File: src/verilog/anp_pkg.sv
package anp_pkg;

	// configuration word layout
	localparam int unsigned CFG_WIDTH = 12;
	localparam logic [11:0] FACTORY_CFG = 12'h0440;
	localparam int unsigned VOL_LSB = 0;
	localparam int unsigned VOL_MSB = 2;
	localparam int unsigned MONITOR_BIT = 3;
	localparam int unsigned MIX_BIT = 4;
	localparam int unsigned SE_EDIT_BIT = 5;
	localparam int unsigned SERIAL_FT_BIT = 6;
	localparam int unsigned OUT_SEL_BIT = 7;
	localparam int unsigned SPK_BIT = 8;
	localparam int unsigned OUT_PWR_BIT = 9;
	localparam int unsigned ALERT_BIT = 10;
	localparam int unsigned EOM_BIT = 11;

	// reset value of the serial-mode flag and the pin synchroniser
	localparam logic SERIAL_RESET = 1'b0;
	localparam logic PIN_N_RESET = 1'b1;

	typedef logic [11:0] anp_cfg_t;

	// control mode: pin or serial ownership of feed-through
	typedef enum logic [1:0]
	{
		MODE_STANDALONE = 2'b01,
		MODE_SERIAL     = 2'b10
	} anp_mode_t;

	// single field bit of a configuration word
	function automatic logic cfg_bit(input anp_cfg_t cfg, input int unsigned pos);
		cfg_bit = cfg[pos];
	endfunction

	// volume step code of a configuration word
	function automatic logic [2:0] cfg_volume(input anp_cfg_t cfg);
		cfg_volume = cfg[VOL_MSB:VOL_LSB];
	endfunction

endpackage

File: src/verilog/anp_nv_store.sv
`timescale 1ns/100ps

module anp_nv_store
(
	input  wire logic              clk_i,
	input  wire logic              rstn_i,
	input  wire logic              store_i,
	input  wire anp_pkg::anp_cfg_t data_i,
	output anp_pkg::anp_cfg_t      data_o,
	output logic                   done_o
);

	// nonvolatile cells: survive reset, factory value at power-up
	anp_pkg::anp_cfg_t cells_reg = anp_pkg::FACTORY_CFG;
	logic              done_reg;

	// permanent write of the offered word
	always_ff @(posedge clk_i)
	begin
		if (store_i)
			cells_reg <= data_i;
	end

	// one-cycle completion pulse
	always_ff @(posedge clk_i or negedge rstn_i)
	begin
		if (!rstn_i)
			done_reg <= 1'b0;
		else
			done_reg <= store_i;
	end

	assign data_o = cells_reg;
	assign done_o = done_reg;

endmodule

File: src/verilog/anp_path_decode.sv
`timescale 1ns/100ps

module anp_path_decode
(
	input  wire anp_pkg::anp_cfg_t cfg_i,
	input  wire logic              feed_on_i,
	input  wire logic              op_record_i,
	input  wire logic              op_play_i,
	output logic                   rec_mic_o,
	output logic                   rec_aux_o,
	output logic                   out_mic_o,
	output logic                   out_aux_o,
	output logic                   out_stored_o
);

	logic mix;
	logic mon;

	assign mix = anp_pkg::cfg_bit(cfg_i, anp_pkg::MIX_BIT);
	assign mon = anp_pkg::cfg_bit(cfg_i, anp_pkg::MONITOR_BIT);

	// path selection per operating state
	always_comb
	begin
		rec_mic_o = 1'b0;
		rec_aux_o = 1'b0;
		out_mic_o = 1'b0;
		out_aux_o = 1'b0;
		out_stored_o = 1'b0;
		if (op_record_i)
		begin
			// record source from mix bit and feed-through
			rec_mic_o = !feed_on_i || mix;
			rec_aux_o = feed_on_i;
			// monitor copies the record source to outputs
			out_mic_o = mon && (!feed_on_i || mix);
			out_aux_o = mon && feed_on_i;
		end
		else if (op_play_i)
		begin
			out_stored_o = 1'b1;
			out_aux_o = feed_on_i;
		end
		else
		begin
			out_aux_o = feed_on_i;
			out_mic_o = feed_on_i && mix;
		end
	end

endmodule

File: src/verilog/anp_config_reg.sv
`timescale 1ns/100ps

module anp_config_reg
(
	input  wire logic        CLK_I,
	input  wire logic        RESETN_I,
	input  wire logic        FEED_THROUGH_PIN_N_I,
	input  wire logic        SERIAL_POWER_UP_CMD_I,
	input  wire logic        POWER_DOWN_CMD_I,
	input  wire logic        RESET_FN_I,
	input  wire logic        CFG_LOAD_I,
	input  wire logic [11:0] CFG_DATA_I,
	input  wire logic        CFG_STORE_I,
	input  wire logic        OP_RECORD_I,
	input  wire logic        OP_PLAY_I,
	output logic      [11:0] CFG_DATA_O,
	output logic             CFG_STORE_DONE_O,
	output logic             SERIAL_MODE_O,
	output logic             FEED_THROUGH_ON_O,
	output logic             REC_MIC_O,
	output logic             REC_AUX_O,
	output logic             OUT_MIC_O,
	output logic             OUT_AUX_O,
	output logic             OUT_STORED_O,
	output logic       [2:0] VOLUME_STEP_O,
	output logic             CURRENT_OUT_EN_O,
	output logic             VOLTAGE_OUT_EN_O,
	output logic             SPEAKER_EN_O,
	output logic             SE_EDIT_EN_O,
	output logic             ALERT_EN_O,
	output logic             END_MARKER_STOP_O
);

	anp_pkg::anp_cfg_t  analog_path_config_reg;
	anp_pkg::anp_cfg_t  analog_path_config_next;
	anp_pkg::anp_cfg_t  nonvolatile_config_bits;
	anp_pkg::anp_mode_t mode_reg;
	anp_pkg::anp_mode_t mode_next;
	logic               reload_pending_reg;
	logic               pin_meta_n_reg;
	logic               pin_sync_n_reg;
	logic               feed_on;
	logic               store_done;

	// path decode results and their output flops
	logic               rec_mic;
	logic               rec_aux;
	logic               out_mic;
	logic               out_aux;
	logic               out_stored;
	logic               rec_mic_reg;
	logic               rec_aux_reg;
	logic               out_mic_reg;
	logic               out_aux_reg;
	logic               out_stored_reg;
	logic               feed_on_reg;

	// field decode flops
	logic [2:0]         volume_reg;
	logic               current_en_reg;
	logic               voltage_en_reg;
	logic               speaker_en_reg;
	logic               se_edit_en_reg;
	logic               alert_en_reg;
	logic               eom_stop_reg;
	logic               store_done_reg;

	// current-mode driver on while selected and powered
	function automatic logic current_enable(input anp_pkg::anp_cfg_t cfg);
		current_enable = !anp_pkg::cfg_bit(cfg, anp_pkg::OUT_SEL_BIT)
			&& !anp_pkg::cfg_bit(cfg, anp_pkg::OUT_PWR_BIT);
	endfunction

	// voltage driver on while selected and powered
	function automatic logic voltage_enable(input anp_pkg::anp_cfg_t cfg);
		voltage_enable = anp_pkg::cfg_bit(cfg, anp_pkg::OUT_SEL_BIT)
			&& !anp_pkg::cfg_bit(cfg, anp_pkg::OUT_PWR_BIT);
	endfunction

	// nonvolatile copy of the configuration
	anp_nv_store u_nv
	(
		.clk_i  (CLK_I),
		.rstn_i (RESETN_I),
		.store_i(CFG_STORE_I),
		.data_i (analog_path_config_reg),
		.data_o (nonvolatile_config_bits),
		.done_o (store_done)
	);

	// feed-through pin synchroniser, active low pin
	always_ff @(posedge CLK_I or negedge RESETN_I)
	begin
		if (!RESETN_I)
		begin
			pin_meta_n_reg <= anp_pkg::PIN_N_RESET;
			pin_sync_n_reg <= anp_pkg::PIN_N_RESET;
		end
		else
		begin
			pin_meta_n_reg <= FEED_THROUGH_PIN_N_I;
			pin_sync_n_reg <= pin_meta_n_reg;
		end
	end

	// mode transitions: power-up wins over power-down
	always_comb
	begin
		mode_next = mode_reg;
		unique case (mode_reg)
			anp_pkg::MODE_STANDALONE:
			begin
				if (SERIAL_POWER_UP_CMD_I)
					mode_next = anp_pkg::MODE_SERIAL;
			end
			anp_pkg::MODE_SERIAL:
			begin
				if (POWER_DOWN_CMD_I && !SERIAL_POWER_UP_CMD_I)
					mode_next = anp_pkg::MODE_STANDALONE;
			end
			default:
			begin
				mode_next = anp_pkg::MODE_STANDALONE;
			end
		endcase
	end

	// mode register
	always_ff @(posedge CLK_I or negedge RESETN_I)
	begin
		if (!RESETN_I)
			mode_reg <= anp_pkg::MODE_STANDALONE;
		else
			mode_reg <= mode_next;
	end

	// feed-through owner: pin in standalone, bit 6 in serial
	always_comb
	begin
		if (mode_reg == anp_pkg::MODE_SERIAL)
			feed_on = !anp_pkg::cfg_bit(analog_path_config_reg, anp_pkg::SERIAL_FT_BIT);
		else
			feed_on = !pin_sync_n_reg;
	end

	// reload request that follows reset release
	always_ff @(posedge CLK_I or negedge RESETN_I)
	begin
		if (!RESETN_I)
			reload_pending_reg <= 1'b1;
		else
			reload_pending_reg <= 1'b0;
	end

	// configuration next value: reload beats host load
	always_comb
	begin
		analog_path_config_next = analog_path_config_reg;
		if (reload_pending_reg || RESET_FN_I)
			analog_path_config_next = nonvolatile_config_bits;
		else if (CFG_LOAD_I)
			analog_path_config_next = CFG_DATA_I;
	end

	// configuration register, factory value under reset
	always_ff @(posedge CLK_I or negedge RESETN_I)
	begin
		if (!RESETN_I)
			analog_path_config_reg <= anp_pkg::FACTORY_CFG;
		else
			analog_path_config_reg <= analog_path_config_next;
	end

	// path decode for the current operation
	anp_path_decode u_path
	(
		.cfg_i       (analog_path_config_reg),
		.feed_on_i   (feed_on),
		.op_record_i (OP_RECORD_I),
		.op_play_i   (OP_PLAY_I),
		.rec_mic_o   (rec_mic),
		.rec_aux_o   (rec_aux),
		.out_mic_o   (out_mic),
		.out_aux_o   (out_aux),
		.out_stored_o(out_stored)
	);

	// registered signal path controls
	always_ff @(posedge CLK_I or negedge RESETN_I)
	begin
		if (!RESETN_I)
		begin
			rec_mic_reg <= 1'b0;
			rec_aux_reg <= 1'b0;
			out_mic_reg <= 1'b0;
			out_aux_reg <= 1'b0;
			out_stored_reg <= 1'b0;
			feed_on_reg <= 1'b0;
		end
		else
		begin
			rec_mic_reg <= rec_mic;
			rec_aux_reg <= rec_aux;
			out_mic_reg <= out_mic;
			out_aux_reg <= out_aux;
			out_stored_reg <= out_stored;
			feed_on_reg <= feed_on;
		end
	end

	// volume step, code 0 loudest
	always_ff @(posedge CLK_I or negedge RESETN_I)
	begin
		if (!RESETN_I)
			volume_reg <= anp_pkg::FACTORY_CFG[anp_pkg::VOL_MSB:anp_pkg::VOL_LSB];
		else
			volume_reg <= anp_pkg::cfg_volume(analog_path_config_reg);
	end

	// output driver selection and power
	always_ff @(posedge CLK_I or negedge RESETN_I)
	begin
		if (!RESETN_I)
		begin
			current_en_reg <= current_enable(anp_pkg::FACTORY_CFG);
			voltage_en_reg <= voltage_enable(anp_pkg::FACTORY_CFG);
			speaker_en_reg <= !anp_pkg::FACTORY_CFG[anp_pkg::SPK_BIT];
		end
		else
		begin
			// selected driver enabled only while powered
			current_en_reg <= current_enable(analog_path_config_reg);
			voltage_en_reg <= voltage_enable(analog_path_config_reg);
			speaker_en_reg <= !anp_pkg::cfg_bit(analog_path_config_reg, anp_pkg::SPK_BIT);
		end
	end

	// feature controls
	always_ff @(posedge CLK_I or negedge RESETN_I)
	begin
		if (!RESETN_I)
		begin
			se_edit_en_reg <= !anp_pkg::FACTORY_CFG[anp_pkg::SE_EDIT_BIT];
			alert_en_reg <= !anp_pkg::FACTORY_CFG[anp_pkg::ALERT_BIT];
			eom_stop_reg <= anp_pkg::FACTORY_CFG[anp_pkg::EOM_BIT];
		end
		else
		begin
			se_edit_en_reg <= !anp_pkg::cfg_bit(analog_path_config_reg, anp_pkg::SE_EDIT_BIT);
			alert_en_reg <= !anp_pkg::cfg_bit(analog_path_config_reg, anp_pkg::ALERT_BIT);
			eom_stop_reg <= anp_pkg::cfg_bit(analog_path_config_reg, anp_pkg::EOM_BIT);
		end
	end

	// store acknowledge
	always_ff @(posedge CLK_I or negedge RESETN_I)
	begin
		if (!RESETN_I)
			store_done_reg <= 1'b0;
		else
			store_done_reg <= store_done;
	end

	// outputs straight from flip-flops, serial mode decoded from mode_reg
	assign CFG_DATA_O = analog_path_config_reg;
	assign CFG_STORE_DONE_O = store_done_reg;
	assign SERIAL_MODE_O = (mode_reg == anp_pkg::MODE_SERIAL);
	assign FEED_THROUGH_ON_O = feed_on_reg;

	// routing of the audio path
	assign REC_MIC_O = rec_mic_reg;
	assign REC_AUX_O = rec_aux_reg;
	assign OUT_MIC_O = out_mic_reg;
	assign OUT_AUX_O = out_aux_reg;
	assign OUT_STORED_O = out_stored_reg;

	// output drivers and feature controls
	assign VOLUME_STEP_O = volume_reg;
	assign CURRENT_OUT_EN_O = current_en_reg;
	assign VOLTAGE_OUT_EN_O = voltage_en_reg;
	assign SPEAKER_EN_O = speaker_en_reg;
	assign SE_EDIT_EN_O = se_edit_en_reg;
	assign ALERT_EN_O = alert_en_reg;
	assign END_MARKER_STOP_O = eom_stop_reg;

endmodule

File: config.mk
export PLATFORM = sky130hd
export DESIGN_NAME = anp_config_reg
export DESIGN_NICKNAME = d
export VERILOG_FILES = /design/src/verilog/anp_pkg.sv /design/src/verilog/anp_nv_store.sv /design/src/verilog/anp_path_decode.sv /design/src/verilog/anp_config_reg.sv
export SDC_FILE = /design/constraint.sdc
export NUM_CORES = 1
export LEC_CHECK = 0
export BUFFER_PORTS_ARGS = -buffer_cell sky130_fd_sc_hd__buf_2
export CORE_AREA = 2 2 59 61
export DETAILED_ROUTE_END_ITERATION = 7
export DIE_AREA = 0 0 61 63
export GPL_TIMING_DRIVEN = 0
export PLACE_DENSITY = 0.78
export SETUP_SLACK_MARGIN = 0.3
export SLEW_MARGIN = 30
export SYNTH_ARGS = -nofsm -noshare
export SYNTH_HDL_FRONTEND = slang
export SYNTH_SLANG_ARGS = --single-unit
File: constraint.sdc
create_clock -name CLK_I -period 3.44 [get_ports CLK_I]
set_clock_uncertainty 0.15 [all_clocks]
set_input_delay 0.172 -clock CLK_I [delete_from_list [all_inputs] [get_ports CLK_I]]
set_output_delay 0.172 -clock CLK_I [all_outputs]
set_load 0.1 [all_outputs]
# After elaboration in Yosys (flattened, before gate mapping)
# Cells that the tools add are included.
# classes
n_reduce_logical	19
eq_ne	4
n_mux	13
# op_table
cell	n
$mux W12	2
$logic_not A1 Y1	9
$mux W1	8
$logic_and A1 B1 Y1	6
$mux W2	2
$pmux W2 S2	1
$eq A2 B1 Y1 const B	1
$eq A2 B2 Y1 const B	1
$logic_or A1 B1 Y1	2
$ne A2 B1 Y1 const B	1
$ne A2 B2 Y1 const B	1
$reduce_and A2 Y1	1
$reduce_bool A2 Y1	1
# totals
elab_cells	57
output_inout_bits	29
in_bits	22
regBits	46

# Depth between registers and ports, before layout
# depth
ltp_word	6
ltp_mapped	5
ltp_nobuf	4

# Hierarchy
# Synthesis repeated with hierarchy kept, for this count alone.
# hier_totals
cells_unflattened	109
area_unflattened_um2	1634.1
# by_module_without_submodules
mod	instances	seq_area_each_um2	area_each_um2	cells_per_inst
anp_config_reg	1	837.1	1187.4	87
anp_nv_store	1	385.4	385.4	13
anp_path_decode	1	0.0	61.3	9

# Worst setup path before layout
# No wires, ideal clock.
# synth_timing
path_kind	register -> register
start	register mode_reg[0]
end	register rec_aux_reg, in the netlist REC_AUX_O
t_arrival_ns	1.845
setup_time_ns	0.066
path_buffers	0
slack_ns	1.380
period_less_slack_ns	2.060
stages_incl_launch_ff	5
required_time_ns	3.224
path_cell_list	dfstp_2 nor2b_2 mux2_2 inv_2 and2_1
# synth_via
elab_chain_len	3
# synth_lines
element	line_no	source
start: declaration	anp_config_reg.sv:37	anp_pkg::anp_mode_t mode_reg;
start signal: assignment	anp_config_reg.sv:132	mode_reg <= anp_pkg::MODE_STANDALONE;
start signal: assignment	anp_config_reg.sv:134	mode_reg <= mode_next;
$eq A2 B2 Y1	--	
net SERIAL_MODE_O	anp_config_reg.sv:18	output logic SERIAL_MODE_O,
$mux W1	anp_config_reg.sv:140	if (mode_reg == anp_pkg::MODE_SERIAL)
net feed_on	anp_config_reg.sv:42	logic feed_on;
$mux W1	anp_path_decode.sv:30	if (op_record_i)
net rec_aux	anp_config_reg.sv:47	logic rec_aux;
end signal: assignment	anp_config_reg.sv:203	rec_aux_reg <= rec_aux;
end: declaration	anp_config_reg.sv:52	logic rec_aux_reg;
# The timed path passes the listed nets, and every way through them passes these cells.
# A chain may end at the register's enable or synchronous reset.

# Worst setup path in the final report
# layout_timing
start	register mode_reg[1]
end	output SERIAL_MODE_O
# layout_via
elab_chain_len	1
# layout_lines
element	line_no	source
$eq A2 B2 Y1	anp_config_reg.sv:267	assign SERIAL_MODE_O = (mode_reg == anp_pkg::MODE_SERIAL);
end: declaration	anp_config_reg.sv:18	
# Every way passes these cells.

==> impl_metrics.tcl <==
set metrics [dict create \
    clock_power_share 0.251 \
    async_flop_share 0.7391 \
    synth_top_flop_cell "dfrtp_1" \
    antenna_violations_before_repair 0 \
    worst_setup_hold_path_clk_slew_ns 0.12 \
    final-hold-violation-count 0 \
    placement_cell_area_sq_um 1931 \
    power-per-cell-area_nw_per_um2 676.3 \
    setup.worst_path.end_class "output port" \
    start_util 0.5021 \
    fmax_mhz 576.0 \
    numCtsBuffers 5 \
    setup_viol 0 \
    number_of_flops_mapped_to_enable_cells_by_yosys 12 \
    latest_clock_arrival_within_the_worst_skew_pair_ns 0.35 \
    global_route_wire_length_before_repair_mm 5.085 \
    final-instance-count-excl-fill 234 \
    slew_headroom 0.5155 \
    worst_hold_path_type "in -> reg" \
    p_int_uw 939.5 \
    drive_above_1_share 0.3936 \
    wl_mm 3.014 \
    power_frac_comb 0.302 \
    root_buffer "clkbuf_4" \
    critPathLaunchType "flop" \
    dp_hpwl_mm 1.875 \
    p_switching_uw 566.8 \
    pin_count_of_the_biggest_net_entering_global_routing 35 \
    critical_path_class "reg -> out" \
    drv_cap 0 \
    initialDrtViolationCount 25 \
    coreArea_sq_um 3232 \
    postCtsSetupBuffers 0 \
    post_synth_most_frequent_cells "dfrtp_1 (25), o21ai_0 (14), nand2_1 (13)" \
    synthTopCellsByArea "dfrtp_1 (39%), edfxtp_1 (22%), dfstp_2 (15%)" \
    syn-cell-area_sq_um 1623 \
    run_status "completed" \
    floorplan.rows 21 \
    register_bit_total_from_synthesis 46 \
    grt_util_all_layers 0.1859 \
    drv_slew 0 \
    ir_worst_vdd_mv 0.3955 \
    wl_met2_mm 1.471 \
    die_area_sq_um 3843 \
    globalRouteOverflowTotal 0 \
    drt-met1-wl_mm 1.255 \
    clock_tree.htree_level_count 2 \
    met3RoutedLength_um 175 \
    fin_crit_period_ns 1.736 \
    design_area_sq_um 2227 \
    final.hold.worst_slack_ns 0.04201 \
    io-pin-count 51 \
    switching_share 0.3763 \
    place.detailed.instances 207 \
    first_pass_iters 4 \
    post_synth_cell_types 23 \
    final_net_count 209 \
    routed_wire_length_per_instance_um 12.88 \
    tritoncts "yes" \
    syn_to_final_growth_pct 37.24 \
    vias 1090 \
    total_power_uw 1506 \
    fp.dieH_um 63 \
    number_of_global_route_vias_before_repair 1120 \
    finalCritPeriodShare 0.5046 \
    synth.net_count 133 \
    portion_of_the_post_synthesis_area_used_by_sequential_elements 0.7533 \
    drt_drc_violations_left 0 \
    synth_warnings 0 \
    antenna_violating_nets_post_route 0 \
    numClockSinks 46 \
    detail_route.vias_per_cell 4.658 \
    buffer_ports.inserted 50 \
    dieWidth_um 61 \
    synthMostInstantiatedCell "dfrtp_1" \
    worst_ep_required_time_ns 3.12 \
    synth_top_area_frac 0.3855 \
    share_seq_of_total_power 0.447 \
    worstPathMaxFanout 4 \
    finalSetupTns_ns 0 \
    syn_area_per_cell_sq_um 14.62 \
    worst_slew_pin_slew_ns 0.7267 \
    power.leakage_uw 0.001065 \
    clock_tree.buffer_depth 2 \
    gp_congestion 0.7205 \
    antenna-diode-count 0 \
    highest_layer "met4" \
    synthDominantAreaCellType "dfrtp_1" \
    grt_setup_unrepaired "no" \
    crit_arrival_ns 1.41 \
    post_synthesis_cells 111 \
]
-- power groups by stage --
stage | logic (uW) | clock network (uW) | registers [uW]
global route | 474 | 417 | 685
detailed placement | 439 | 0 | 684
CTS | 456 | 391 | 674
global placement | 436 | 0 | 680
finish | 454 | 378 | 674
floorplan | 88.7 | 0 | 951
-- worst max-delay path, stage by stage, from the launching register on --
cell	delay [ns]
dfrtp_1	0.40
nor2b_2	0.21
buf_2	0.45
-- per-layer routing --
metal | global-route usage | up-vias
met4 | 0.09511 | 0
met5 | 0 | -
met3 | 0.06004 | 10
met2 | 0.2876 | 42
li1 | - | 523
met1 | 0.2285 | 515
-- timing repair --
item,CTS,global route
gates resized for setup,0,0
endpoints found under the setup margin,0,0
hold buffers,19,0
endpoints found under the hold margin,46,0
-- worst paths after layout --
check                           slack [ns]               end               start  cells past startpoint
worst max-delay path                  1.70     SERIAL_MODE_O         mode_reg[1]                      2
worst min-delay path                  0.04     CFG_DATA_O[0]          CFG_LOAD_I                      3
worst max register to register        1.80     CFG_DATA_O[5]  reload_pending_reg                      4
worst min register to register        0.21  CFG_STORE_DONE_O         u_nv.done_o                      0
max in group asynchronous             2.42     CFG_DATA_O[3]            RESETN_I                      2
min in group asynchronous             0.26       u_nv.done_o            RESETN_I                      2
-- area by class of cell --
class / instances / area (sq um)
inverter: 7 / 26.28
fill: 253 / 1005
multi-input combinational: 54 / 357.8
tap: 46 / 57.56
buffer: 4 / 16.27
clock buffer: 7 / 76.32
clock inverter: 1 / 30.03
timing repair buffer: 69 / 440.4
sequential: 46 / 1222
-- cell families after synthesis --
kind of cell           count (synthesis)  synth area share
muxes                                 13           0.08096
and+or+nand+nor                       22           0.06863
buffers and inverters                 11           0.02621
DFF                                   46            0.7533
other                                  1          0.002311
AOI/OAI and AO/OA                     18           0.06862
-- layout by cell type, fill, tap and decap left out --
| cell | synthesis | routed |
|---|---|---|
| a21oi_1 | 1 | 1 |
| and2_1 | 1 | 1 |
| buf_2 | 1 | 51 |
| bufinv_16 | 0 | 1 |
| clkbuf_1 | 3 | 3 |
| clkbuf_16 | 0 | 1 |
| clkbuf_4 | 0 | 5 |
| clkbuf_8 | 0 | 1 |
| conb_1 | 1 | 1 |
| dfrtp_1 | 25 | 25 |
| dfstp_2 | 9 | 9 |
| dlygate4sd3_1 | 0 | 19 |
| edfxtp_1 | 12 | 12 |
| inv_1 | 6 | 6 |
| inv_2 | 1 | 1 |
| mux2_2 | 1 | 1 |
| mux2i_1 | 12 | 12 |
| nand2_1 | 13 | 13 |
| nand3b_1 | 1 | 1 |
| nor2_1 | 2 | 2 |
| nor2b_1 | 2 | 2 |
| nor2b_2 | 1 | 1 |
| o21a_1 | 1 | 1 |
| o21ai_0 | 14 | 14 |
| o22ai_2 | 1 | 1 |
| o311ai_2 | 1 | 1 |
| or2_1 | 1 | 1 |
| or4b_4 | 1 | 1 |
-- stage by stage --
stage	util	worst slack, ns
6_report	0.6891	1.704
2_1_floorplan	-	1.380
3_3_place_gp	0.5974	1.861
3_5_place_dp	0.5974	1.807
5_1_grt	0.6891	1.599
4_1_cts	0.6891	1.683
No activity file was read; power rests on OpenSTA's default activity.
